<file path="src/design/perf_event_pkg.sv">
// Shared constants and carrier types for the performance event counters.
package perf_event_pkg;

    // ************************************************************
    // Widths and control register layout
    // ************************************************************
    localparam int          CTR_W        = 20;
    localparam int          CTL_W        = 64;
    localparam int          CTR0_LSB     = 44;
    localparam int          CTR1_LSB     = 12;
    localparam int          MODE_BIT     = 4;
    localparam int          SEL_LSB      = 2;
    localparam logic [63:0] CTL_RESET    = 64'h0;
    localparam logic [19:0] CTR_RESET    = 20'h0;
    localparam logic [19:0] CTR_THRESH   = 20'hFFFFF;

    // ************************************************************
    // Event rates and timing
    // ************************************************************
    localparam logic [3:0]  RETIRE_CAP   = 4'h8;
    localparam logic [3:0]  RETIRE_MAX   = 4'hB;
    localparam int          MISS_LEAD    = 3;
    localparam int          BACKLOG_W    = 6;

    // ************************************************************
    // Mode and event select encodings
    // ************************************************************
    localparam logic        MODE_TOTAL   = 1'b0;
    localparam logic        MODE_SAMPLE  = 1'b1;
    localparam logic [1:0]  SEL_RET_CYC  = 2'h0;
    localparam logic [1:0]  SEL_CYC_NONE = 2'h1;
    localparam logic [1:0]  SEL_RET_MISS = 2'h2;
    localparam logic [1:0]  SEL_CYC_REPL = 2'h3;

    // ************************************************************
    // Carrier types
    // ************************************************************
    typedef struct packed {
        logic [3:0] retire_count;
        logic [3:0] squash_count;
        logic [2:0] fetch_count;
        logic       fetch_conditional_move;
        logic       cache_miss;
        logic       replay_trap;
    } pipe_events_s;

    typedef struct packed {
        logic       system_count_enable;
        logic       process_count_enable;
        logic       counter_zero_enable;
        logic       counter_one_enable;
        logic [1:0] counter_interrupt_enable;
    } count_enables_s;

    typedef struct packed {
        logic [CTR_W-1:0]     ctr0;
        logic [CTR_W-1:0]     ctr1;
        logic                 mode;
        logic [1:0]           sel;
        logic [BACKLOG_W-1:0] backlog;
        logic [MISS_LEAD-1:0] miss_pipe;
        logic                 conditional_move_hold;
        logic [1:0]           pending;
        logic [1:0]           latch;
        logic [1:0]           arm;
        logic                 priv_q;
        logic                 irq;
        logic [CTL_W-1:0]     rdata;
    } perf_state_s;

endpackage

</file>
<file path="src/design/perf_event_counters.sv">
// Two 20-bit performance event counters with overflow interrupt logic.
//
// Functional notes
// Counters keep counting past overflow, wrapping to zero.
// Software keeps counter 0 writes within 0 to 2^20-16.
// Software keeps counter 1 writes within 0 to 2^20-4.
// Control register holds both counter values, writable and readable.
// Mode bit zero selects event-total mode, one selects sampling.
// Counter counts when its enable and system or process enable set.
// Overflow with interrupt enabled sets that counter's pending bit.
// Counter 0 adds at most 8 retires per cycle; excess deferred.
// Cycle selection adds exactly one per enabled cycle.
// Squashed instructions are not counted as retired.
// Select field maps events to counters per fixed table.
// Cache miss event is taken three cycles ahead of the window.
// Replay selection counts memory-unit replay traps.
// Write at threshold raises interrupt on privileged exit, even disabled.
// No counter interrupt is signalled while in privileged mode; counter_irq_out is registered and drops one cycle after entry.
// Interrupt clear pulse clears pending counter interrupts.
// Reset software writes both counters to zero twice.
// Software never leaves a disabled counter one cycle from overflow.
// Reads while disabled may show a small extra increment.
// Counters are readable at any time.
// Sampling mode counts squashed no-ops as fetched instructions.
// Conditional move counts as two fetches in consecutive cycles.
// Mode bit one places counters in sampling mode; only counter 0 changes source, counter 1 still follows the select field.
// Wrap past all-ones sets a latch that counter writes clear; a write while that counter is at all-ones sets it instead.
module perf_event_counters (
    // Clock and reset
    input  wire logic                          mclk_in,
    input  wire logic                          rst_in,
    // Privileged register move port
    input  wire logic                          ctl_write_in,
    input  wire logic [63:0]                   ctl_wdata_in,
    output logic      [63:0]                   ctl_rdata_out,
    // Core state and enables
    input  wire logic                          privileged_mode_in,
    input  wire logic                          interrupt_clear_in,
    input  wire perf_event_pkg::count_enables_s enables_in,
    // Pipeline events
    input  wire perf_event_pkg::pipe_events_s  events_in,
    // Interrupt status
    output logic      [1:0]                    counter_interrupt_pending_out,
    output logic      [1:0]                    overflow_latch_out,
    output logic                               counter_irq_out
);

    // ************************************************************
    // Helpers
    // ************************************************************
    function automatic logic [20:0] add_wrap(input logic [19:0] ctr, input logic [4:0] inc);
        add_wrap = {1'b0, ctr} + {16'h0, inc};
    endfunction

    function automatic logic [63:0] pack_ctl(input perf_event_pkg::perf_state_s s);
        logic [63:0] v;
        v = perf_event_pkg::CTL_RESET;
        v[perf_event_pkg::CTR0_LSB +: perf_event_pkg::CTR_W] = s.ctr0;
        v[perf_event_pkg::CTR1_LSB +: perf_event_pkg::CTR_W] = s.ctr1;
        v[perf_event_pkg::MODE_BIT] = s.mode;
        v[perf_event_pkg::SEL_LSB +: 2] = s.sel;
        pack_ctl = v;
    endfunction

    // ************************************************************
    // State
    // ************************************************************
    perf_event_pkg::perf_state_s st;
    perf_event_pkg::perf_state_s next_st;

    logic                                  en0;
    logic                                  en1;
    logic                                  priv_exit;
    logic [3:0]                            net_retire;
    logic [6:0]                            total_retire;
    logic [4:0]                            inc0;
    logic [4:0]                            inc1;
    logic [20:0]                           sum0;
    logic [20:0]                           sum1;
    logic [1:0]                            wrap;
    logic [1:0]                            thresh;
    logic                                  retire_path;

    // ************************************************************
    // Next state
    // ************************************************************
    always_comb begin
        next_st = st;
        en0 = enables_in.counter_zero_enable &&
              (enables_in.system_count_enable || enables_in.process_count_enable);
        en1 = enables_in.counter_one_enable &&
              (enables_in.system_count_enable || enables_in.process_count_enable);
        priv_exit = st.priv_q && !privileged_mode_in;
        retire_path = (st.mode == perf_event_pkg::MODE_TOTAL) && !st.sel[0];

        // Squashed instructions are removed before they reach the counter.
        if (events_in.retire_count > events_in.squash_count) begin
            net_retire = events_in.retire_count - events_in.squash_count;
        end else begin
            net_retire = 4'h0;
        end
        total_retire = {1'b0, st.backlog} + {3'h0, net_retire};

        // Counter 0 source.
        inc0 = 5'h0;
        if (st.mode == perf_event_pkg::MODE_SAMPLE) begin
            // Fetch count already includes squashed no-ops; the second half of
            // a conditional move is added one cycle later.
            inc0 = {2'h0, events_in.fetch_count} + {4'h0, st.conditional_move_hold};
        end else if (!st.sel[0]) begin
            if (total_retire > {3'h0, perf_event_pkg::RETIRE_CAP}) begin
                inc0 = {1'b0, perf_event_pkg::RETIRE_CAP};
            end else begin
                inc0 = total_retire[4:0];
            end
        end else begin
            inc0 = 5'h1;
        end

        // Counter 1 source.
        unique case (st.sel)
            perf_event_pkg::SEL_RET_CYC:  inc1 = 5'h1;
            perf_event_pkg::SEL_CYC_NONE: inc1 = 5'h0;
            perf_event_pkg::SEL_RET_MISS: inc1 = {4'h0, st.miss_pipe[perf_event_pkg::MISS_LEAD-1]};
            perf_event_pkg::SEL_CYC_REPL: inc1 = {4'h0, events_in.replay_trap};
        endcase

        next_st.miss_pipe = {st.miss_pipe[perf_event_pkg::MISS_LEAD-2:0], events_in.cache_miss};
        next_st.conditional_move_hold = events_in.fetch_conditional_move && (st.mode == perf_event_pkg::MODE_SAMPLE);
        next_st.priv_q = privileged_mode_in;

        sum0 = add_wrap(st.ctr0, inc0);
        sum1 = add_wrap(st.ctr1, inc1);
        wrap = 2'h0;
        if (en0) begin
            next_st.ctr0 = sum0[19:0];
            wrap[0] = sum0[20];
            if (retire_path) begin
                // Retires above the cap wait here; a sustained burst can overflow the 6-bit backlog.
                next_st.backlog = total_retire[5:0] - {2'h0, inc0[3:0]};
            end
        end
        if (en1) begin
            next_st.ctr1 = sum1[19:0];
            wrap[1] = sum1[20];
        end

        thresh = {st.ctr1 == perf_event_pkg::CTR_THRESH, st.ctr0 == perf_event_pkg::CTR_THRESH};
        if (ctl_write_in) begin
            next_st.ctr0 = ctl_wdata_in[perf_event_pkg::CTR0_LSB +: perf_event_pkg::CTR_W];
            next_st.ctr1 = ctl_wdata_in[perf_event_pkg::CTR1_LSB +: perf_event_pkg::CTR_W];
            next_st.mode = ctl_wdata_in[perf_event_pkg::MODE_BIT];
            next_st.sel = ctl_wdata_in[perf_event_pkg::SEL_LSB +: 2];
            next_st.backlog = '0;
            // A write from threshold sets the latch; a second write clears it.
            next_st.latch = thresh;
            // A later write must not cancel an exit interrupt armed by an earlier one.
            next_st.arm = (priv_exit ? 2'h0 : st.arm) | thresh;
        end else begin
            next_st.latch = st.latch | wrap;
            next_st.arm = priv_exit ? 2'h0 : st.arm;
        end

        // Set wins over a clear in the same cycle.
        next_st.pending = (wrap & enables_in.counter_interrupt_enable)
                        | (st.arm & {2{priv_exit}})
                        | (st.pending & ~{2{interrupt_clear_in}});
        next_st.irq = (|next_st.pending) && !privileged_mode_in;
        // The read value lags one cycle, which stays within the allowed read skew.
        next_st.rdata = pack_ctl(st);
    end

    always_ff @(posedge mclk_in or posedge rst_in) begin
        if (rst_in) begin
            st <= '0;
        end else begin
            st <= next_st;
        end
    end

    assign ctl_rdata_out = st.rdata;
    assign counter_interrupt_pending_out = st.pending;
    assign overflow_latch_out = st.latch;
    assign counter_irq_out = st.irq;
endmodule

</file>
<file path="config.mk">
export PLATFORM = sky130hd
export DESIGN_NAME = perf_event_counters
export DESIGN_NICKNAME = d
export VERILOG_FILES = /design/src/design/perf_event_pkg.sv /design/src/design/perf_event_counters.sv
export SDC_FILE = /design/constraint.sdc
export NUM_CORES = 1
export LEC_CHECK = 0
export BUFFER_PORTS_ARGS = -buffer_cell sky130_fd_sc_hd__buf_4
export CAP_MARGIN = 10
export CORE_MARGIN = 3
export CORE_UTILIZATION = 45
export DETAILED_ROUTE_END_ITERATION = 8
export PLACE_DENSITY = 0.7
export SYNTH_ARGS = -nofsm -noshare
export SYNTH_HDL_FRONTEND = slang
export SYNTH_SLANG_ARGS = --single-unit
</file>
<file path="constraint.sdc">
create_clock -name mclk_in -period 7 [get_ports mclk_in]
set_input_delay 0.35 -clock mclk_in [delete_from_list [all_inputs] [get_ports mclk_in]]
set_output_delay 0.35 -clock mclk_in [all_outputs]
set_load 0.03 [all_outputs]
</file>
After elaboration in Yosys (flattened, before gate mapping):

Index checks and enable logic that the tools add are counted.

* bits in writable memories: 0
* output and inout bits: 69
* memories kept: 0
* register bits after elaboration: 104
* bits of input ports: 89
* memory bits (read-only): 0
* latch bits: 0

* bitwise gates (word level): 9
* shifts and indexed selects: 0
* reductions and logical operators: 15
* divide/modulo/power cells: 0
* magnitude comparators: 2
* muxes and demuxes: 14
* equality and inequality tests: 5
* add/sub/neg operators: 6
* multipliers: 0

Operators by type and width (count)
* $mux W49: 1
* $add A20 B5 Y21: 2
* $eq A20 B20 Y1 const B: 2
* $mux W20: 2
* $pmux W5 S4: 1
* $mux W5: 3
* $mux W6: 2
* $mux W4: 2
* $or A2 B2 Y2: 4
* $add A6 B4 Y7: 1
* $gt A7 B4 Y1 const B: 1
* $and A2 B2 Y2: 3
* $logic_and A1 B1 Y1: 6
* $reduce_bool A2 Y1: 3
* $sub A6 B4 Y6: 1
* $add A3 B1 Y4: 1
* $eq A2 B2 Y1 const B: 2
* $gt A4 B4 Y1: 1
* $sub A4 B4 Y4: 1
* $eq A2 B1 Y1 const B: 1
* $logic_not A1 Y1: 2
* $logic_not A2 Y1: 1
* $mux W1: 2
* $mux W2: 1
* other kinds (5): 5

Depth between registers and ports, before layout:

* depth after elaboration: 14
* depth in mapped cells: 23

Worst setup path after synthesis:

No wires, ideal clock.

* path kind: input -> register
* start point: input events_in[10] in the netlist's numbering
* end point: register st (netlist bit next_st[58])
* arrival: 4.806 ns
* data required time: 6.918 ns
* setup slack: 2.112 ns
* path buffers: 2
* stages: 23
* library setup time: 0.082 ns
* cells stage by stage: inv_1 ha_1 inv_1 fa_1 a21o_1 a21oi_1 nor2_1 ha_1 fa_1 and3_4 or3_4 and2_1 clkbuf_1 o41a_1 o21ai_1 ha_1 fa_1 a21o_1 a21oi_1 o21ba_2 clkbuf_1 or4_1 a31oi_1

* word-level cells in the longest chain between the ends: 10
* elaborated cells between the ends (all ways): 11
* classes of those cells: add/sub (3); order compare (2); mux (6)

Ends and longest elaborated chain
* start: declaration: RTL line perf_event_counters.sv:41 `input wire perf_event_pkg::pipe_events_s events_in,`
* $sub A4 B4 Y4 / $gt A4 B4 Y1 (equally long branches): RTL line perf_event_counters.sv:98, perf_event_counters.sv:97
* $mux W4 (*): RTL line perf_event_counters.sv:97 `if (events_in.retire_count > events_in.squash_count) begin`
* $add A6 B4 Y7 (*): RTL line perf_event_counters.sv:102 `total_retire = {1'b0, st.backlog} + {3'h0, net_retire};`
* $gt A7 B4 Y1: RTL line perf_event_counters.sv:111 `if (total_retire > {3'h0, perf_event_pkg::RETIRE_CAP}) begin`
* $mux W5 (*): RTL line perf_event_counters.sv:111
* $mux W5 (*): RTL line perf_event_counters.sv:110 `end else if (!st.sel[0]) begin`
* $mux W5 (*): RTL line perf_event_counters.sv:106 `if (st.mode == perf_event_pkg::MODE_SAMPLE) begin`
* $add A20 B5 Y21 (*): RTL line perf_event_counters.sv:52 `add_wrap = {1'b0, ctr} + {16'h0, inc};`
* $mux W20 (*): RTL line perf_event_counters.sv:135 `if (en0) begin`
* $mux W49 (*): RTL line perf_event_counters.sv:149 `if (ctl_write_in) begin`
* end signal: assignment: RTL line perf_event_counters.sv:177 `st <= next_st;`
* end: declaration: RTL line perf_event_counters.sv:68 `perf_event_pkg::perf_state_s st;`

Mark *: on every way between the ends. The rest lies on a longest branch, timed or not. The select of a mux whose other input is x is not followed.
A chain may end at the register's enable or synchronous reset.

==> metrics.txt <==
Starting Density 0.4636; clock sinks 104; core area 12060 um2; Post-Synth XOR/XNOR Area 0.04229; number of synthesized flops with an enable pin 0; nets 741; post-synthesis sequential area ratio 0.4654; Arrival @ worst endpoint 5.25 ns; worst skew pair latency 0.34 ns; ys async rst share 1.000; CTS tree done; Worst path max stage delay 0.59 ns; area growth from synthesis to layout 16.58%; largest family of logic cells by synthesized area simple AND/OR/NAND/NOR gates; Finished Layout Cells 799; placed insts 783; Final Skew 0.006183 ns; DRT Pass-1 Iters 4; # rows 40; Post-Synth Adder-Cell Area 0.06131; H-tree Lvls 3; pin count of the biggest net entering global routing 88; worst relative slew slack 0.3676; vias in the first global route 4169; post-DP HPWL 8751 um; Avg WL per Cell 15.17 um; max_cap viols 0; largest cells by area after synthesis dfrtp_1 (47%), buf_4 (9.1%), ha_1 (4.7%); Setup CP Type in -> reg; Post-Synth Simple-Gate Area 0.1631; Mapped Area 5592 um2; antenna viol nets, final 0; Slew @ Worst Pin 0.9487 ns; Most used DFF post-synth dfrtp_1; RePlAce Congestion 0.8583; share of cells above drive strength 1 0.2266; CTS max path bufs 2; Synth Area in Compound Gates 0.1298; first-pass GRT wire length 20240 um; die width 117.5 um; CTS clk-pin slew, worst paths 0.07 ns; WP data required 7.26 ns; top cell type's share of synthesized area 0.4654; initial antenna violation count 0; accumulated negative setup slack 0 ns; crit path capture type flip-flop; All-Layer GR Usage 0.1786; most common cell in the netlist dfrtp_1; Distinct cells, synth 59; area leader, netlist dfrtp_1; fmax 200.4 MHz; die footprint 13800 um2; gr ovfl total 0; outcome finished clean; # DRC 0; IO Port Bufs 115; CP max FO 7; mux contribution to synthesized area 0.02036; Ant. Diodes 0; initial DRC count 293; clk root buf clkbuf_16; Power Density 256.6 nW/um2; Gate Count Post-Synth 563; most common library cells after synthesis dfrtp_1 (104), buf_4 (68), nand2_1 (58), o21ai_0 (40), nor2_1 (30); wirelength, routed 12120 um; Hold Vio Cnt, Final 0; Leak 3.031 nW; VDD IR max 0.1419 mV; Final period util 0.7128; fin. max-slew vios 0; slowest CP cell o21bai_1; TritonCTS Buffers 9; FF+latch count, synth 104; min Tclk post-route 4.990 ns; RSZ-0062 raised after global routing false; Vias/cell 5.193; Avg Inst Size Synth 9.932 um2; CP cell instances buf_4 > inv_1 > ha_1 > inv_1 > fa_1 > a21o_1 > a21oi_1 > nor2_1 > ha_1 > fa_1 > and3_4 > or3_4 > and2_1 > o41a_1 > o21ai_1 > ha_1 > fa_1 > a21o_1 > a21oi_1 > o21bai_1 > a41oi_1 > a21oi_1; vias 4149; CP startpoint kind input port; Yosys Warn Count 0; HP Class in -> reg; setup violators final 0; I/O pin cnt 158; die extent in y 117.5 um
==> repair_timing <==
action	4_1_cts	5_1_grt
gates resized for setup	0	0
hold buffers	1	0
endpoints found under the hold margin	6	0
setup buffers	0	0
==> cell usage in the layout (no fill, tap or decap), types with 5 or more instances in the layout <==
| cell | Yosys | layout |
|---|---|---|
| a21o_1 | 9 | 9 |
| a21oi_1 | 15 | 15 |
| a31oi_1 | 8 | 8 |
| and2_1 | 6 | 6 |
| buf_4 | 68 | 119 |
| clkbuf_16 | 0 | 9 |
| conb_1 | 1 | 22 |
| dfrtp_1 | 104 | 104 |
| ha_1 | 21 | 21 |
| inv_1 | 17 | 16 |
| mux2i_1 | 8 | 8 |
| nand2_1 | 58 | 58 |
| nand3_1 | 27 | 27 |
| nand4_1 | 12 | 12 |
| nor2_1 | 30 | 30 |
| nor2b_1 | 8 | 8 |
| nor3_1 | 8 | 8 |
| o21ai_0 | 40 | 39 |
| o31ai_1 | 7 | 7 |
| or4_1 | 5 | 5 |
| xnor2_1 | 11 | 11 |
| xor2_1 | 16 | 16 |
==> registers in the layout, indices dropped and copies added, names as in the netlist <==
name	count
counter_interrupt_pending_out	2
ctl_rdata_out	43
counter_irq_out	1
next_st	45
overflow_latch_out	2
st	11
==> worst max-delay path: cells and delay by family <==
kind            cells  cell delay, ns
compound gates      9            2.25
simple gates        4            0.83
buf+inv             3            0.19
fa+ha+maj           6            1.62
==> through the flow <==
stage	power [mW]	worst slack [ns]	util	instance area, um2	hold WS, ns
after floorplan	1.049	2.112	-	5670	0.3312
after global placement	1.130	1.810	0.5132	6190	0.3336
after detailed placement	1.144	1.692	0.5132	6190	0.3356
after CTS	1.691	2.004	0.5405	6519	0.1089
after global routing	1.766	1.677	0.5405	6519	0.1056
final	1.673	2.010	0.5405	6519	0.1169
==> power by group <==
group / total [mW] / internal [mW] / switching, mW / leakage [nW]
clock network: 0.541 / 0.323 / 0.218 / 0.152
logic: 0.421 / 0.172 / 0.249 / 1.63
registers: 0.711 / 0.660 / 0.0504 / 1.25
total: 1.67 / 1.16 / 0.517 / 3.03
==> routing by layer <==
layer	up-vias	wire (um)	global-route usage
met5	-	0	0
met4	0	124	0.05714
met3	10	648	0.03412
met2	118	5976	0.2962
met1	2008	5374	0.2382
li1	2013	-	-
==> kinds of logic after synthesis <==
group | after synthesis
AND/OR/NAND/NOR | 179
AO/OA/AOI/OAI | 110
buffers and inverters | 106
flip-flops | 104
XOR/XNOR | 27
adder cells (fa/ha/maj) | 25
multiplexers | 11
other | 1
==> cell type report <==
type | instances | area (um2)
clock buffers | 11 | 242.7
inverters | 18 | 70.07
well taps | 168 | 210.2
fillers | 1096 | 5543
multi-input cells | 374 | 2414
clock inverters | 4 | 76.32
flip-flops and latches | 104 | 2603
repair buffers | 120 | 903.4
==> path summary, 6_finish.rpt <==
check / start / endpoint / slack (ns) / cells after the start
max reg2reg: st[76]$_DFFE_PP0P_ / counter_irq_out$_DFF_PP0_ / 2.77 / 14
min reg2reg: next_st[75]$_DFF_PP0_ / st[75]$_DFF_PP0_ / 0.35 / 0
min: events_in[1] / next_st[74]$_DFF_PP0_ / 0.12 / 1
min in group asynchronous: rst_in / ctl_rdata_out[16]$_DFF_PP0_ / 0.55 / 3
max in group asynchronous: rst_in / st[72]$_DFF_PP0_ / 5.18 / 4
max: events_in[10] / counter_irq_out$_DFF_PP0_ / 2.01 / 22
(Power assumes the default switching activity.)
